File: config.mk
export PLATFORM = sky130hd
export DESIGN_NAME = rbac_top
export DESIGN_NICKNAME = d
export VERILOG_FILES = /design/src/rbac_pkg.sv /design/src/rbac_reg_if.sv /design/src/rbac_axil.sv /design/src/rbac_top.sv
export VERILOG_INCLUDE_DIRS = /design/src
export SDC_FILE = /design/constraint.sdc
export NUM_CORES = 1
export LEC_CHECK = 0
export BUFFER_PORTS_ARGS = -buffer_cell sky130_fd_sc_hd__buf_4
export CAP_MARGIN = 25
export CORE_ASPECT_RATIO = 2
export CORE_UTILIZATION = 50
export DETAILED_ROUTE_END_ITERATION = 7
export PLACE_DENSITY_LB_ADDON = 0.05
export SYNTH_ARGS = -nofsm -noshare
export SYNTH_HDL_FRONTEND = slang
export SYNTH_SLANG_ARGS = --single-unit
File: constraint.sdc
create_clock -name aclk -period 2.07 [get_ports aclk]
set_input_delay 0.3105 -clock aclk [delete_from_list [all_inputs] [get_ports aclk]]
set_output_delay 0.3105 -clock aclk [all_outputs]
set_load 0.005 [all_outputs]
File: src/rbac_consts.svh
/*
  Register indices, field positions and reset values of the receive
  bit framing block. Assumes inclusion by bare name from design files.
*/
`ifndef RBAC_CONSTS_SVH
`define RBAC_CONSTS_SVH

// =====================================================================
// Register indices and byte addresses
`define RBAC_IDX_ERR 6'h0A
`define RBAC_IDX_BITCTRL 6'h0C
`define RBAC_IDX_COLL 6'h0D
`define RBAC_ADDR_ERR ({`RBAC_IDX_ERR, 2'b00})
`define RBAC_ADDR_BITCTRL ({`RBAC_IDX_BITCTRL, 2'b00})
`define RBAC_ADDR_COLL ({`RBAC_IDX_COLL, 2'b00})

// =====================================================================
// Field positions
`define RBAC_KEEP_BIT 7
`define RBAC_ALIGN_MSB 6
`define RBAC_ALIGN_LSB 4
`define RBAC_COLLISION_AS_INTEGRITY_ERROR_BIT 3
`define RBAC_LAST_MSB 2
`define RBAC_CPV_BIT 7
`define RBAC_INTEG_BIT 0
`define RBAC_COLLISION_DETECTED_FLAG_BIT 2

// =====================================================================
// Reset values and limits
`define RBAC_BITCTRL_RST 8'h00
`define RBAC_POS_LIMIT 7'h40
`define RBAC_RESP_OKAY 2'h0
`define RBAC_RESP_SLVERR 2'h2

`endif

File: src/rbac_pkg.sv
/*
  Types shared by the receive bit framing block.
  Assumes nothing of its surroundings.
*/
package rbac_pkg;
  // Receive sequencing states
  typedef enum logic {RBAC_IDLE, RBAC_RECV} rbac_rx_state_t;
  typedef logic [7:0] rbac_byte_t;
  typedef logic [7:0] rbac_addr_t;
  typedef logic [1:0] rbac_resp_t;
endpackage

File: src/rbac_reg_if.sv
/*
  Register access carrier between the bus slave and the framing core.
  Assumes one clock shared by both ends.
*/
`timescale 1ns/100ps
`default_nettype none
interface rbac_reg_if;
  import rbac_pkg::*;
  // Write request, one-cycle pulse
  logic wr_en;
  rbac_addr_t wr_addr;
  logic [31:0] wr_data;
  logic [3:0] wr_strb;
  logic wr_hit;
  // Read lookup, combinational
  rbac_addr_t rd_addr;
  logic [31:0] rd_data;
  logic rd_hit;
  modport bus (output wr_en, wr_addr, wr_data, wr_strb, rd_addr, input wr_hit, rd_data, rd_hit);
  modport regs (input wr_en, wr_addr, wr_data, wr_strb, rd_addr, output wr_hit, rd_data, rd_hit);
endinterface
`default_nettype wire

File: src/rbac_axil.sv
/*
  AXI4-Lite slave for the framing block registers.
  Assumes the core answers hit and read data combinationally.
*/
`timescale 1ns/100ps
`default_nettype none
module rbac_axil (
  input wire logic aclk,
  input wire logic aresetn,
  input wire rbac_pkg::rbac_addr_t s_awaddr,
  input wire logic s_awvalid,
  output logic s_awready,
  input wire logic [31:0] s_wdata,
  input wire logic [3:0] s_wstrb,
  input wire logic s_wvalid,
  output logic s_wready,
  output rbac_pkg::rbac_resp_t s_bresp,
  output logic s_bvalid,
  input wire logic s_bready,
  input wire rbac_pkg::rbac_addr_t s_araddr,
  input wire logic s_arvalid,
  output logic s_arready,
  output logic [31:0] s_rdata,
  output rbac_pkg::rbac_resp_t s_rresp,
  output logic s_rvalid,
  input wire logic s_rready,
  rbac_reg_if.bus rif
);
  import rbac_pkg::*;
  `include "rbac_consts.svh"

  logic aw_held_r;
  logic w_held_r;
  rbac_addr_t awaddr_r;
  logic [31:0] wdata_r;
  logic [3:0] wstrb_r;

  // =====================================================================
  // Write path
  // Request to the core once both halves are held
  assign rif.wr_en = aw_held_r && w_held_r && !s_bvalid;
  assign rif.wr_addr = awaddr_r;
  assign rif.wr_data = wdata_r;
  assign rif.wr_strb = wstrb_r;

  // Address and data capture, either order
  always_ff @(posedge aclk)
  begin
    if (!aresetn)
    begin
      aw_held_r <= 1'b0;
      w_held_r <= 1'b0;
      s_awready <= 1'b0;
      s_wready <= 1'b0;
      awaddr_r <= 8'h00;
      wdata_r <= 32'h0;
      wstrb_r <= 4'h0;
    end
    else if (s_bvalid && s_bready)
    begin
      aw_held_r <= 1'b0;
      w_held_r <= 1'b0;
      s_awready <= 1'b1;
      s_wready <= 1'b1;
    end
    else
    begin
      if (!aw_held_r && !s_bvalid)
        s_awready <= 1'b1;
      if (!w_held_r && !s_bvalid)
        s_wready <= 1'b1;
      if (s_awvalid && s_awready)
      begin
        aw_held_r <= 1'b1;
        awaddr_r <= s_awaddr;
        s_awready <= 1'b0;
      end
      if (s_wvalid && s_wready)
      begin
        w_held_r <= 1'b1;
        wdata_r <= s_wdata;
        wstrb_r <= s_wstrb;
        s_wready <= 1'b0;
      end
    end
  end

  // Write response
  always_ff @(posedge aclk)
  begin
    if (!aresetn)
    begin
      s_bvalid <= 1'b0;
      s_bresp <= `RBAC_RESP_OKAY;
    end
    else if (rif.wr_en)
    begin
      s_bvalid <= 1'b1;
      s_bresp <= rif.wr_hit ? `RBAC_RESP_OKAY : `RBAC_RESP_SLVERR;
    end
    else if (s_bready)
      s_bvalid <= 1'b0;
  end

  // =====================================================================
  // Read path
  assign rif.rd_addr = s_araddr;

  // Address taken, data answered next cycle
  always_ff @(posedge aclk)
  begin
    if (!aresetn)
    begin
      s_arready <= 1'b0;
      s_rvalid <= 1'b0;
      s_rdata <= 32'h0;
      s_rresp <= `RBAC_RESP_OKAY;
    end
    else if (s_arvalid && s_arready)
    begin
      s_arready <= 1'b0;
      s_rvalid <= 1'b1;
      s_rdata <= rif.rd_hit ? rif.rd_data : 32'h0;
      s_rresp <= rif.rd_hit ? `RBAC_RESP_OKAY : `RBAC_RESP_SLVERR;
    end
    else if (s_rvalid && s_rready)
    begin
      s_rvalid <= 1'b0;
      s_arready <= 1'b1;
    end
    else if (!s_rvalid)
      s_arready <= 1'b1;
  end
endmodule
`default_nettype wire

File: src/rbac_top.sv
/*
  Receive bit framing and collision reporting core with register file.
  Assumes the decoder delivers one data bit per strobe, framing bits
  already removed, and that all inputs are synchronous to aclk.
*/
// The AXI4-Lite register port was chosen for this implementation.
// Operation
// - Without keep control, bits after collision zeroed
// - First-bit position field places first stored bit
// - Position seven wraps second bit to next byte
// - Position zero byte-oriented, nonzero bit-oriented
// - Collision raises integrity error when enabled
// - Last-byte field counts valid bits, zero full
// - Last-byte field cleared at start, loaded at end only when bit-oriented
// - Position-valid set only for meaningful position
// - Position-valid zero without collision or out-of-range
// - Position counts data bits only
// - Positions reported within first eight bytes
// - Numbering zero-based, continuous across bytes
// - Position includes first-bit offset
// - Integrity error cleared at reception start
// - Collision flag set, not inside end symbol
`timescale 1ns/100ps
`default_nettype none
module rbac_top (
  input wire logic aclk,
  input wire logic aresetn,
  input wire rbac_pkg::rbac_addr_t s_awaddr,
  input wire logic s_awvalid,
  output logic s_awready,
  input wire logic [31:0] s_wdata,
  input wire logic [3:0] s_wstrb,
  input wire logic s_wvalid,
  output logic s_wready,
  output rbac_pkg::rbac_resp_t s_bresp,
  output logic s_bvalid,
  input wire logic s_bready,
  input wire rbac_pkg::rbac_addr_t s_araddr,
  input wire logic s_arvalid,
  output logic s_arready,
  output logic [31:0] s_rdata,
  output rbac_pkg::rbac_resp_t s_rresp,
  output logic s_rvalid,
  input wire logic s_rready,
  input wire logic rx_start,
  input wire logic rx_bit_valid,
  input wire logic rx_bit,
  input wire logic rx_bit_coll,
  input wire logic rx_coll_in_eof,
  input wire logic rx_check_err,
  input wire logic rx_end,
  output logic store_valid,
  output rbac_pkg::rbac_byte_t store_byte,
  output logic store_last,
  output logic rx_bit_oriented,
  output logic frame_done
);
  import rbac_pkg::*;
  `include "rbac_consts.svh"

  rbac_reg_if rif ();

  rbac_rx_state_t state_r;
  logic keep_r;
  logic [2:0] align_r;
  logic collision_as_integrity_error_r;
  logic [2:0] last_r;
  logic cpv_r;
  logic [5:0] pos_r;
  logic integ_r;
  logic collision_detected_flag_r;
  logic coll_seen_r;
  logic [2:0] bitpos_r;
  logic bits_seen_r;
  rbac_byte_t asm_r;
  logic [6:0] pos_cnt_r;
  logic bit_take;
  logic end_take;
  logic coll_ev;
  logic first_coll;
  logic bit_val;
  logic wr_ctrl;
  rbac_byte_t asm_nxt;

  // =====================================================================
  // Bus slave
  rbac_axil u_axil (
    .aclk(aclk),
    .aresetn(aresetn),
    .s_awaddr(s_awaddr),
    .s_awvalid(s_awvalid),
    .s_awready(s_awready),
    .s_wdata(s_wdata),
    .s_wstrb(s_wstrb),
    .s_wvalid(s_wvalid),
    .s_wready(s_wready),
    .s_bresp(s_bresp),
    .s_bvalid(s_bvalid),
    .s_bready(s_bready),
    .s_araddr(s_araddr),
    .s_arvalid(s_arvalid),
    .s_arready(s_arready),
    .s_rdata(s_rdata),
    .s_rresp(s_rresp),
    .s_rvalid(s_rvalid),
    .s_rready(s_rready),
    .rif(rif)
  );

  // =====================================================================
  // Register decode
  // Write hit and control write strobe
  assign rif.wr_hit = (rif.wr_addr == `RBAC_ADDR_BITCTRL) || (rif.wr_addr == `RBAC_ADDR_COLL) ||
                      (rif.wr_addr == `RBAC_ADDR_ERR);
  assign wr_ctrl = rif.wr_en && (rif.wr_addr == `RBAC_ADDR_BITCTRL) && rif.wr_strb[0];

  // Read mux, upper bits zero
  always_comb
  begin
    rif.rd_hit = 1'b1;
    rif.rd_data = 32'h0;
    case (rif.rd_addr)
      `RBAC_ADDR_BITCTRL: rif.rd_data[7:0] = {keep_r, align_r, collision_as_integrity_error_r, last_r};
      `RBAC_ADDR_COLL: rif.rd_data[7:0] = {cpv_r, 1'b0, pos_r};
      `RBAC_ADDR_ERR: rif.rd_data[7:0] = {5'h00, collision_detected_flag_r, 1'b0, integ_r};
      default: rif.rd_hit = 1'b0;
    endcase
  end

  // =====================================================================
  // Receive events
  assign bit_take = (state_r == RBAC_RECV) && rx_bit_valid;
  assign end_take = (state_r == RBAC_RECV) && rx_end;
  assign coll_ev = bit_take && rx_bit_coll;
  assign first_coll = coll_ev && !coll_seen_r;
  // Bits after the first collision forced low unless kept
  assign bit_val = (coll_seen_r && !keep_r) ? 1'b0 : rx_bit;

  // Byte under assembly with the new bit placed
  always_comb
  begin
    asm_nxt = asm_r;
    asm_nxt[bitpos_r] = bit_val;
  end

  // Reception sequencing
  always_ff @(posedge aclk)
  begin
    if (!aresetn)
      state_r <= RBAC_IDLE;
    else
    begin
      case (state_r)
        RBAC_IDLE: if (rx_start) state_r <= RBAC_RECV;
        RBAC_RECV: if (rx_end && !rx_start) state_r <= RBAC_IDLE;
        default: state_r <= RBAC_IDLE;
      endcase
    end
  end

  // =====================================================================
  // Control fields written by software
  always_ff @(posedge aclk)
  begin
    if (!aresetn)
    begin
      keep_r <= 1'(`RBAC_BITCTRL_RST >> `RBAC_KEEP_BIT);
      align_r <= 3'h0;
      collision_as_integrity_error_r <= 1'b0;
    end
    else if (wr_ctrl)
    begin
      keep_r <= rif.wr_data[`RBAC_KEEP_BIT];
      align_r <= rif.wr_data[`RBAC_ALIGN_MSB:`RBAC_ALIGN_LSB];
      collision_as_integrity_error_r <= rif.wr_data[`RBAC_COLLISION_AS_INTEGRITY_ERROR_BIT];
    end
  end

  // Orientation follows the first-bit position
  always_ff @(posedge aclk)
  begin
    if (!aresetn)
      rx_bit_oriented <= 1'b0;
    else
      rx_bit_oriented <= (align_r != 3'h0);
  end

  // Last-byte valid bits: decoder updates win over software
  always_ff @(posedge aclk)
  begin
    if (!aresetn)
      last_r <= 3'h0;
    else if (end_take && !rx_start && rx_bit_oriented)
      last_r <= bitpos_r + {2'h0, bit_take};
    else if (rx_start)
      last_r <= 3'h0;
    else if (wr_ctrl)
      last_r <= rif.wr_data[`RBAC_LAST_MSB:0];
  end

  // =====================================================================
  // Bit placement and byte output
  always_ff @(posedge aclk)
  begin
    if (!aresetn)
    begin
      bitpos_r <= 3'h0;
      bits_seen_r <= 1'b0;
      asm_r <= 8'h00;
      store_valid <= 1'b0;
      store_byte <= 8'h00;
      store_last <= 1'b0;
      frame_done <= 1'b0;
    end
    else
    begin
      store_valid <= 1'b0;
      store_last <= 1'b0;
      frame_done <= 1'b0;
      if (rx_start)
      begin
        bitpos_r <= align_r;
        bits_seen_r <= 1'b0;
        asm_r <= 8'h00;
      end
      else if (bit_take)
      begin
        bits_seen_r <= 1'b1;
        if (bitpos_r == 3'h7)
        begin
          // Full byte out, next bit lands on bit 0
          store_valid <= 1'b1;
          store_byte <= asm_nxt;
          store_last <= rx_end;
          asm_r <= 8'h00;
          bitpos_r <= 3'h0;
        end
        else
        begin
          asm_r <= asm_nxt;
          bitpos_r <= bitpos_r + 3'h1;
          if (rx_end)
          begin
            store_valid <= 1'b1;
            store_byte <= asm_nxt;
            store_last <= 1'b1;
          end
        end
        frame_done <= rx_end;
      end
      else if (end_take)
      begin
        // Partial final byte flushed
        if (bits_seen_r && (bitpos_r != 3'h0))
        begin
          store_valid <= 1'b1;
          store_byte <= asm_r;
          store_last <= 1'b1;
        end
        frame_done <= 1'b1;
      end
    end
  end

  // =====================================================================
  // Collision position tracking
  // Stored bit position counter, saturating past eight bytes
  always_ff @(posedge aclk)
  begin
    if (!aresetn)
      pos_cnt_r <= 7'h00;
    else if (rx_start)
      pos_cnt_r <= {4'h0, align_r};
    else if (bit_take && (pos_cnt_r < `RBAC_POS_LIMIT))
      pos_cnt_r <= pos_cnt_r + 7'h01;
  end

  // First collision latch and its position
  always_ff @(posedge aclk)
  begin
    if (!aresetn)
    begin
      coll_seen_r <= 1'b0;
      cpv_r <= 1'b0;
      pos_r <= 6'h00;
    end
    else if (first_coll && !rx_start)
    begin
      coll_seen_r <= 1'b1;
      cpv_r <= (pos_cnt_r < `RBAC_POS_LIMIT);
      pos_r <= (pos_cnt_r < `RBAC_POS_LIMIT) ? pos_cnt_r[5:0] : 6'h00;
    end
    else if (rx_start)
    begin
      coll_seen_r <= 1'b0;
      cpv_r <= 1'b0;
      pos_r <= 6'h00;
    end
  end

  // =====================================================================
  // Error flags: a set in the start cycle wins over the clear
  always_ff @(posedge aclk)
  begin
    if (!aresetn)
      integ_r <= 1'b0;
    else if ((state_r == RBAC_RECV && rx_check_err) || (coll_ev && collision_as_integrity_error_r))
      integ_r <= 1'b1;
    else if (rx_start)
      integ_r <= 1'b0;
  end

  // Collision flag, end-symbol collisions come on their own input
  always_ff @(posedge aclk)
  begin
    if (!aresetn)
      collision_detected_flag_r <= 1'b0;
    else if (coll_ev)
      collision_detected_flag_r <= 1'b1;
    else if (rx_start)
      collision_detected_flag_r <= 1'b0;
  end
endmodule
`default_nettype wire

==> results.yml, run 1 <==
timing:
  fmax_ghz: 0.610
  tightestPinTransition_ns: 0.709
  period_minus_slack_ns: 1.64
  fin_crit_sh: 0.792
  finalSetupViolations: 0
  fin_tns_setup_ns: 0
  slew_headroom: 0.527
  rsz0062_at_grt: "no"
  hold_viol: 0
  skew_ns: 0.00519
  slew_violations: 0
  holdWs_ns: 0.209
cts:
  post_cts_resized: 0
  cts_hold_buf: 0
  htree_num_levels: 3
  cts_tree: "yes"
  cts-root-buf: "clkbuf_16"
  cts_inserted_buffers: 9
  clk_pin_slew_ns: 0.06
  clock_sinks: 84
  postCtsSetupRepairBufs: 0
  clock_latency_ns: 0.34
  cts_buffer_depth: 2
synthesis:
  async_reset_ff_frac: 0
  synth_top_area_share: 0.459
  syn-instance-count: 403
  synth_top_cell_by_area: "dfxtp_1"
  synth_top_flop_cell: "dfxtp_1"
  synth_area_leaders: "dfxtp_1 (46%), mux2i_1 (8.7%), a21oi_1 (5.6%)"
  avgSynthCellArea_um2: 9.09
  synth-seq-area-share: 0.459
  synth_edf_count: 0
  synth_commonest_cells: "dfxtp_1 (84), a21oi_1 (41), nand2_1 (38)"
  yosysMostFrequentCell: "dfxtp_1"
  yosys_warnings: 0
  synth.distinct_cells: 47
  ys_ff_latch: 84
  synth_area_mm2: 0.00366
worst_setup_path:
  critical-path-max-stage-delay_ns: 0.35
  end_kind: "flop"
  worstSetupStartpointType: "flop"
  critPathTopFamily: "compound AO/OA/AOI/OAI gates"
  critical_path_class: "reg -> reg"
  critical_path.max_fanout: 8
  cpMaxStageDelayCell: "dfxtp_1"
  crit_arrival_ns: 1.89
  required_ns: 2.32
  cp_common_cell: "ha_1"
  critical_path_buf_inv_count: 0
  crit_chain: "ha_1, ha_1, o21ai_0, o21ai_2, and2_1, a211oi_1"
place:
  dp_hpwl_mm: 6.37
  io_buffer_count: 64
  place.gp.congestion: 0.861
  placed_cells: 550
power:
  vdd_drop_max_mv: 0.565
  leakage_nw: 1.85
  powerDensity_mw_per_mm2: 856
floorplanning:
  fp-row-count: 43
  core-area_mm2: 0.00699
  initial_utilization: 0.524
  fp.dieW_um: 62.5
  io_pins: 119
  die-height_um: 123
  die_area_mm2: 0.00769
run_status:
  status: "complete, no violations"
global_route:
  grt_overflow: 0
  grt.total_usage: 0.236
  grt_max_degree: 31
  grt_pass1_vias: 2952
  grt_pass1_wl_mm: 13.7
  grt_antenna_before_repair: 0
final_layout:
  multi_input_area_mm2: 0.00176
  post-route-util: 0.643
  layout.cells.non_filler: 566
  final_nets: 543
  drive_above_1_share: 0.206
  regArea_mm2: 0.00168
  diodes: 0
  flow.area_growth_from_synthesis_pct: 22.9
  fillerInstances: 629
drt:
  drtIter0Drc: 105
  routed_wl_mm: 8.47
  drcViolationCount: 0
  dr.pass1.iters: 4
  final_antenna_net_count: 0
  wl_per_cell_um: 15.0
  via_count: 2968
  vias_per_cell: 5.24
run:
  cap_violations: 0
hold_path:
  hp-class: "in -> reg"
[final timing paths]
path                                                      from                                  to  slack [ns]  cells after the start
worst max-delay path                  bitpos_r[0]$_SDFFE_PN0P_          store_byte[6]$_SDFFE_PN0P_        0.43                      6
worst min-delay path                               s_awaddr[5]  u_axil.rif.wr_addr[5]$_SDFFE_PN0P_        0.21                      3
worst max register to register        bitpos_r[0]$_SDFFE_PN0P_          store_byte[6]$_SDFFE_PN0P_        0.43                      6
worst min register to register  u_axil.s_rdata[6]$_SDFFE_PN0P_      u_axil.s_rdata[6]$_SDFFE_PN0P_        0.45                      2
[cells by family (layout without fill, tap and decap cells)]
group	Yosys count	in the layout	share of synthesized area
and+or+nand+nor	138	138	0.192
AOI/OAI and AO/OA	85	85	0.137
DFF	84	84	0.459
buffers and inverters	50	98	0.0847
muxes	34	34	0.0936
adders and majority gates	6	6	0.0205
xor gates and xnor gates	5	5	0.0120
other	1	26	0.00102
[stage by stage]
stage | power (mW) | setup slack (ns) | instance area (µm²)
finish | 3.85 | 0.431 | 4500
CTS | 3.89 | 0.417 | 4500
floorplan | 1.93 | 0.422 | 3760
detailed placement | 2.03 | 0.421 | 4150
global placement | 2.02 | 0.433 | 4150
global route | 3.98 | 0.258 | 4500
[per-layer routing]
layer  vias up  part of all wire  global-route usage
met4         0             0.030               0.135
li1       1486                 -                   -
met1      1399              0.37               0.229
met2        68              0.57               0.454
met3        15             0.027              0.0434
met5         -                 0                   0
[sequential cells by signal (all words and copies together), names as in the netlist, 3 cells and up]
name / cells
u_axil.rif.wr_addr: 8
align_r: 3
u_axil.s_rdata: 8
store_byte: 8
asm_r: 8
pos_r: 6
pos_cnt_r: 7
bitpos_r: 3
u_axil.rif.wr_data: 8
last_r: 3
[worst min-delay path: stages]
cell and delay, ns:
buf_4 0.07, mux2i_1 0.05, nor2_1 0.07
[layout make-up]
type / count / share of cell area
Multi-Input combinational cell: 294 / 0.392
Sequential cell: 84 / 0.374
Timing Repair Buffer: 75 / 0.125
Clock buffer: 12 / 0.0570
Tap cell: 90 / 0.0250
Clock inverter: 4 / 0.0211
Inverter: 7 / 0.00584
[power by group]
part	leakage [nW]	switching [mW]	total, mW	internal (mW)
sequential	0.682	0.0364	1.70	1.66
clock	0.173	0.614	1.86	1.24
combinational	0.996	0.161	0.296	0.135
[layout by cell type (no fill, tap or decap), types with 3 or more instances in the layout]
cell type  synthesis  final
buf_4             27     75
o21a_1             4      4
nor3_1            15     15
mux2i_1           32     32
nand2b_1           5      5
clkbuf_16          0      9
ha_1               6      6
a211oi_1           9      9
conb_1             1     26
a21oi_1           41     41
nor2_1            37     37
nor2b_1           12     12
xor2_1             3      3
nor3b_1            3      3
nand2_1           38     38
nand3_1            8      8
inv_1              7      7
dfxtp_1           84     84
bufinv_16          0      3
o21ai_0           15     15
a22oi_1            7      7
No activity file was read; power rests on OpenSTA's default activity.
==> run 2, diff against run 1 <==
==> constraint.sdc (replaced) <==
create_clock -name aclk -period 1.7 [get_ports aclk]
set_input_delay 0.255 -clock aclk [delete_from_list [all_inputs] [get_ports aclk]]
set_output_delay 0.255 -clock aclk [all_outputs]
set_load 0.005 [all_outputs]
==> run 2 against run 1 <==
Flip-flop and latch count unchanged. Clock-buffer cell count unchanged. Routed wire length decreased by 1.4%. Clock power is 3% higher. Clock skew decreased by 0.0016 ns. Setup slack worse by 0.32 ns. Register-to-register slack got worse by 0.32 ns. Critical endpoint unchanged. Largest cell class unchanged. Highest routed layer unchanged.
==> results.yml, run 2 (synthesis gave the netlist of run 1 again) <==
cts:
  clock_latency_ns: 0.33
  cts-root-buf: "clkbuf_16"
  clk_pin_slew_ns: 0.06
  cts_tree: "yes"
  htree_num_levels: 3
  cts_inserted_buffers: 9
  clock_sinks: 84
  cts_buffer_depth: 2
floorplanning:
  die_area_mm2: 0.00769
  core-area_mm2: 0.00699
  die-height_um: 123
  fp-row-count: 43
  fp.dieW_um: 62.5
  io_pins: 119
  initial_utilization: 0.524
final_layout:
  final_nets: 551
  multi_input_area_mm2: 0.00177
  diodes: 0
  flow.area_growth_from_synthesis_pct: 23.4
  drive_above_1_share: 0.222
  regArea_mm2: 0.00168
  layout_commonest_cell: "dfxtp_1"
  post-route-util: 0.646
  fillerInstances: 654
  layout.cells.non_filler: 572
  final_cell_mix: "dfxtp_1 (83), buf_4 (82), a21oi_1 (41)"
drt:
  route.met3.wl_um: 261
  via_count: 2982
  drtIter0Drc: 112
  wl_met2_mm: 4.69
  routed_wl_mm: 8.35
  final_antenna_net_count: 0
  wl_per_cell_um: 14.6
  dr.max_layer_used: "met4"
  drcViolationCount: 0
  vias_per_cell: 5.21
  dr.pass1.iters: 4
  routedLengthMet1_mm: 3.17
timing:
  fin_crit_sh: 0.934
  hold_viol: 0
  fmax_ghz: 0.630
  rsz0062_at_grt: "no"
  slew_headroom: 0.659
  holdWs_ns: 0.158
  slew_violations: 0
  tightestPinTransition_ns: 0.507
  period_minus_slack_ns: 1.59
  fin_tns_setup_ns: 0
  skew_ns: 0.00363
  finalSetupViolations: 0
power:
  finalPower_mw: 4.36
  leakage_nw: 1.87
  powerDensity_mw_per_mm2: 965
  vdd_drop_max_mv: 0.695
run_status:
  status: "complete, no violations"
worst_setup_path:
  required_ns: 1.95
  end_kind: "flop"
  critical_path_class: "reg -> reg"
  crit_arrival_ns: 1.84
  worstSetupStartpointType: "flop"
  critical_path.max_fanout: 8
global_route:
  grt_overflow: 0
  grt.total_usage: 0.235
  grt_pass1_wl_mm: 13.7
  grt_pass1_vias: 2903
  grt_antenna_before_repair: 0
  grt_max_degree: 32
run:
  cap_violations: 0
place:
  place.gp.congestion: 0.835
  placed_cells: 558
  io_buffer_count: 64
  dp_hpwl_mm: 6.35
hold_path:
  hp-class: "in -> reg"
==> run 2: changes by cell type in the layout (fill, tap and decap cells not counted) <==
| cell | change |
|---|---|
| and2_1 | -1 |
| and2_2 | +1 |
| buf_12 | +1 |
| buf_4 | +7 |
| bufinv_16 | -2 |
| dfxtp_1 | -1 |
| dfxtp_2 | +1 |
| o21ai_0 | -1 |
| o21ai_2 | +1 |
==> run 2: layer usage <==
layer | GRT usage | vias to the layer above
li1 | - | 1507
met4 | 0.121 | 0
met1 | 0.240 | 1392
met2 | 0.442 | 66
met5 | 0 | -
met3 | 0.0498 | 17
==> run 2: report_power, final <==
group	switching [mW]	leakage [nW]	internal (mW)
logic	0.197	1.04	0.176
registers	0.0458	0.682	2.02
clock network	0.717	0.145	1.20
==> run 2: repair_timing <==
| action | 4_1_cts | 5_1_grt |
|---|---|---|
| pin swaps | 0 | 0 |
| resized for setup | 1 | 3 |
| buffers inserted | 0 | 0 |
| setup endpoints to repair | 7 | 12 |
| hold buffers | 0 | 0 |
==> run 2: path summary, 6_finish.rpt <==
path	startpoint	to	slack, ns	depth (start not counted)
min reg2reg	u_axil.s_rdata[0]$_SDFFE_PN0P_	u_axil.s_rdata[0]$_SDFFE_PN0P_	0.45	2
max reg2reg	bitpos_r[0]$_SDFFE_PN0P_	store_byte[6]$_SDFFE_PN0P_	0.11	6
max	bitpos_r[0]$_SDFFE_PN0P_	store_byte[6]$_SDFFE_PN0P_	0.11	6
min	s_awaddr[2]	u_axil.rif.wr_addr[2]$_SDFFE_PN0P_	0.16	3
==> run 2: critical path, cell delays in order (launching register included) <==
cell and delay, ns:
dfxtp_1 0.34, ha_1 0.21, ha_1 0.21, o21ai_2 0.17
o21ai_2 0.08, and2_2 0.25, a211oi_1 0.24
==> run 2: layout make-up <==
type,instances,share of cell area
inverters,7,0.00582
clock inverters,2,0.00775
well taps,90,0.0249
flip-flops and latches,84,0.372
repair buffers,83,0.141
multi-input cells,294,0.392
clock buffers,12,0.0568
==> run 2: metrics by stage <==
step | setup slack, ns | area, µm²
detailed placement | 0.0589 | 4220
finish | 0.112 | 4520
CTS | 0.0515 | 4510
floorplan | 0.0517 | 3760
global placement | 0.0565 | 4220
global route | 0.00516 | 4520
==> run 3, diff against run 2 <==
--- a/config.mk
+++ b/config.mk
@@ -9,6 +9,7 @@
 export BUFFER_PORTS_ARGS = -buffer_cell sky130_fd_sc_hd__buf_4
 export CAP_MARGIN = 25
 export CORE_ASPECT_RATIO = 2
+export CORE_MARGIN = 1.5
 export CORE_UTILIZATION = 50
 export DETAILED_ROUTE_END_ITERATION = 7
 export PLACE_DENSITY_LB_ADDON = 0.05
==> run 3 against run 2 <==
Clock power is 9.9% lower. Sequential power barely moved. Total power down 4.6%.
==> results.yml, run 3 (synthesis gave the netlist of run 1 again) <==
run_status:
  status: "complete, no violations"
hold_path:
  hold_depth: 3
  hp-class: "in -> reg"
final_layout:
  post-route-util: 0.629
  final_nets: 553
  diodes: 0
  flow.area_growth_from_synthesis_pct: 22.9
  drive_above_1_share: 0.221
  multi_input_area_mm2: 0.00177
  final_cell_mix: "dfxtp_1 (84), buf_4 (84), a21oi_1 (41)"
  fillerInstances: 631
  regArea_mm2: 0.00168
cts:
  postCtsSetupRepairBufs: 0
  clk_pin_slew_ns: 0.06
  htree_num_levels: 3
  cts_buffer_depth: 2
  post_cts_resized: 0
  cts-root-buf: "clkbuf_16"
  cts_inserted_buffers: 9
  clock_sinks: 84
  clock_latency_ns: 0.33
  cts_hold_buf: 0
  cts_tree: "yes"
worst_setup_path:
  critical_path.max_fanout: 9
  cpMaxStageDelayCell: "dfxtp_1"
  crit_arrival_ns: 1.79
  required_ns: 1.94
  cp_common_cell: "buf_4"
  crit_chain: "buf_4, inv_1, ha_1, nor2b_1, o21ai_2, buf_4, a21oi_1, a211oi_1"
  reg2reg_depth: 8
  critical_path_class: "reg -> reg"
  critical-path-max-stage-delay_ns: 0.33
  worstSetupStartpointType: "flop"
  end_kind: "flop"
drt:
  dr.pass1.iters: 4
  wl_per_cell_um: 14.0
  drtIter0Drc: 182
  routed_wl_mm: 8.09
  drcViolationCount: 0
  final_antenna_net_count: 0
  via_count: 3024
  vias_per_cell: 5.25
power:
  p_int_mw: 3.21
  vdd_drop_max_mv: 0.690
  clock_power_share: 0.413
  switching_power_mw: 0.953
  p_comb_frac: 0.090
  seq_power_share: 0.497
  switching_share: 0.229
  leakage_nw: 1.86
  powerDensity_mw_per_mm2: 924
floorplanning:
  initial_utilization: 0.512
  die-height_um: 124
  die_area_mm2: 0.00788
  fp-row-count: 44
  fp.dieW_um: 63.5
  io_pins: 119
  core-area_mm2: 0.00716
timing:
  fin_tns_setup_ns: 0
  hold_viol: 0
  fin_crit_sh: 0.913
  fmax_ghz: 0.644
  tightestPinTransition_ns: 0.664
  slew_violations: 0
  period_minus_slack_ns: 1.55
  slew_headroom: 0.555
  skew_ns: 0.00568
  rsz0062_at_grt: "no"
  finalSetupViolations: 0
global_route:
  grt_antenna_before_repair: 0
  grt_pass1_vias: 2819
  grt_overflow: 0
  grt_max_degree: 33
  grt.total_usage: 0.219
  grt_pass1_wl_mm: 13.3
place:
  dp_hpwl_mm: 6.22
  place.gp.congestion: 0.815
  io_buffer_count: 64
run:
  cap_violations: 0
run 3: metal layers:
metal	global-route usage	part of all wire	vias to the layer above	wire, µm
li1	-	-	1521	-
met1	0.274	0.42	1401	3410
met2	0.358	0.51	86	4110
met3	0.0524	0.052	16	418
met4	0.0938	0.019	0	150
met5	0	0	-	0
run 3: metrics by stage:
step | hold WS [ns] | power [mW] | std cells | area (µm²) | worst slack [ns]
2_1_floorplan | 0.376 | 2.35 | 428 | 3760 | 0.0517
3_3_place_gp | 0.444 | 2.47 | 562 | 4240 | 0.159
3_5_place_dp | 0.447 | 2.48 | 562 | 4240 | 0.0960
4_1_cts | 0.154 | 4.18 | 576 | 4500 | 0.0746
5_1_grt | 0.162 | 4.33 | 576 | 4500 | 0.00734
6_report | 0.158 | 4.16 | 576 | 4500 | 0.148
run 3: area by class of cell:
class / count / share of cell area
Clock buffer: 11 / 0.0539
Clock inverter: 3 / 0.00334
Inverter: 7 / 0.00584
Multi-Input combinational cell: 294 / 0.393
Sequential cell: 84 / 0.374
Tap cell: 92 / 0.0256
Timing Repair Buffer: 85 / 0.145
run 3: worst paths after layout:
path                                  start                            endpoint  slack [ns]
max                bitpos_r[1]$_SDFFE_PN0P_          store_byte[1]$_SDFFE_PN0P_        0.15
min reg2reg  u_axil.s_rdata[6]$_SDFFE_PN0P_      u_axil.s_rdata[6]$_SDFFE_PN0P_        0.46
max reg2reg        bitpos_r[1]$_SDFFE_PN0P_          store_byte[1]$_SDFFE_PN0P_        0.15
min                             s_awaddr[1]  u_axil.rif.wr_addr[1]$_SDFFE_PN0P_        0.16
run 3: power by group through the flow:
stage	combinational (mW)	clock (mW)	sequential (mW)
6_report	0.375	1.72	2.07
3_5_place_dp	0.373	0	2.11
3_3_place_gp	0.365	0	2.11
4_1_cts	0.375	1.74	2.07
5_1_grt	0.423	1.83	2.07
2_1_floorplan	0.249	0	2.10
run 3: worst max-delay path: cells and delay by family (launching register included):
kind,cells,cell delay (ns)
AOI/OAI and AO/OA,3,0.45
adders and majority gates,1,0.16
buffers and inverters,3,0.38
DFF,1,0.33
and+or+nand+nor,1,0.15
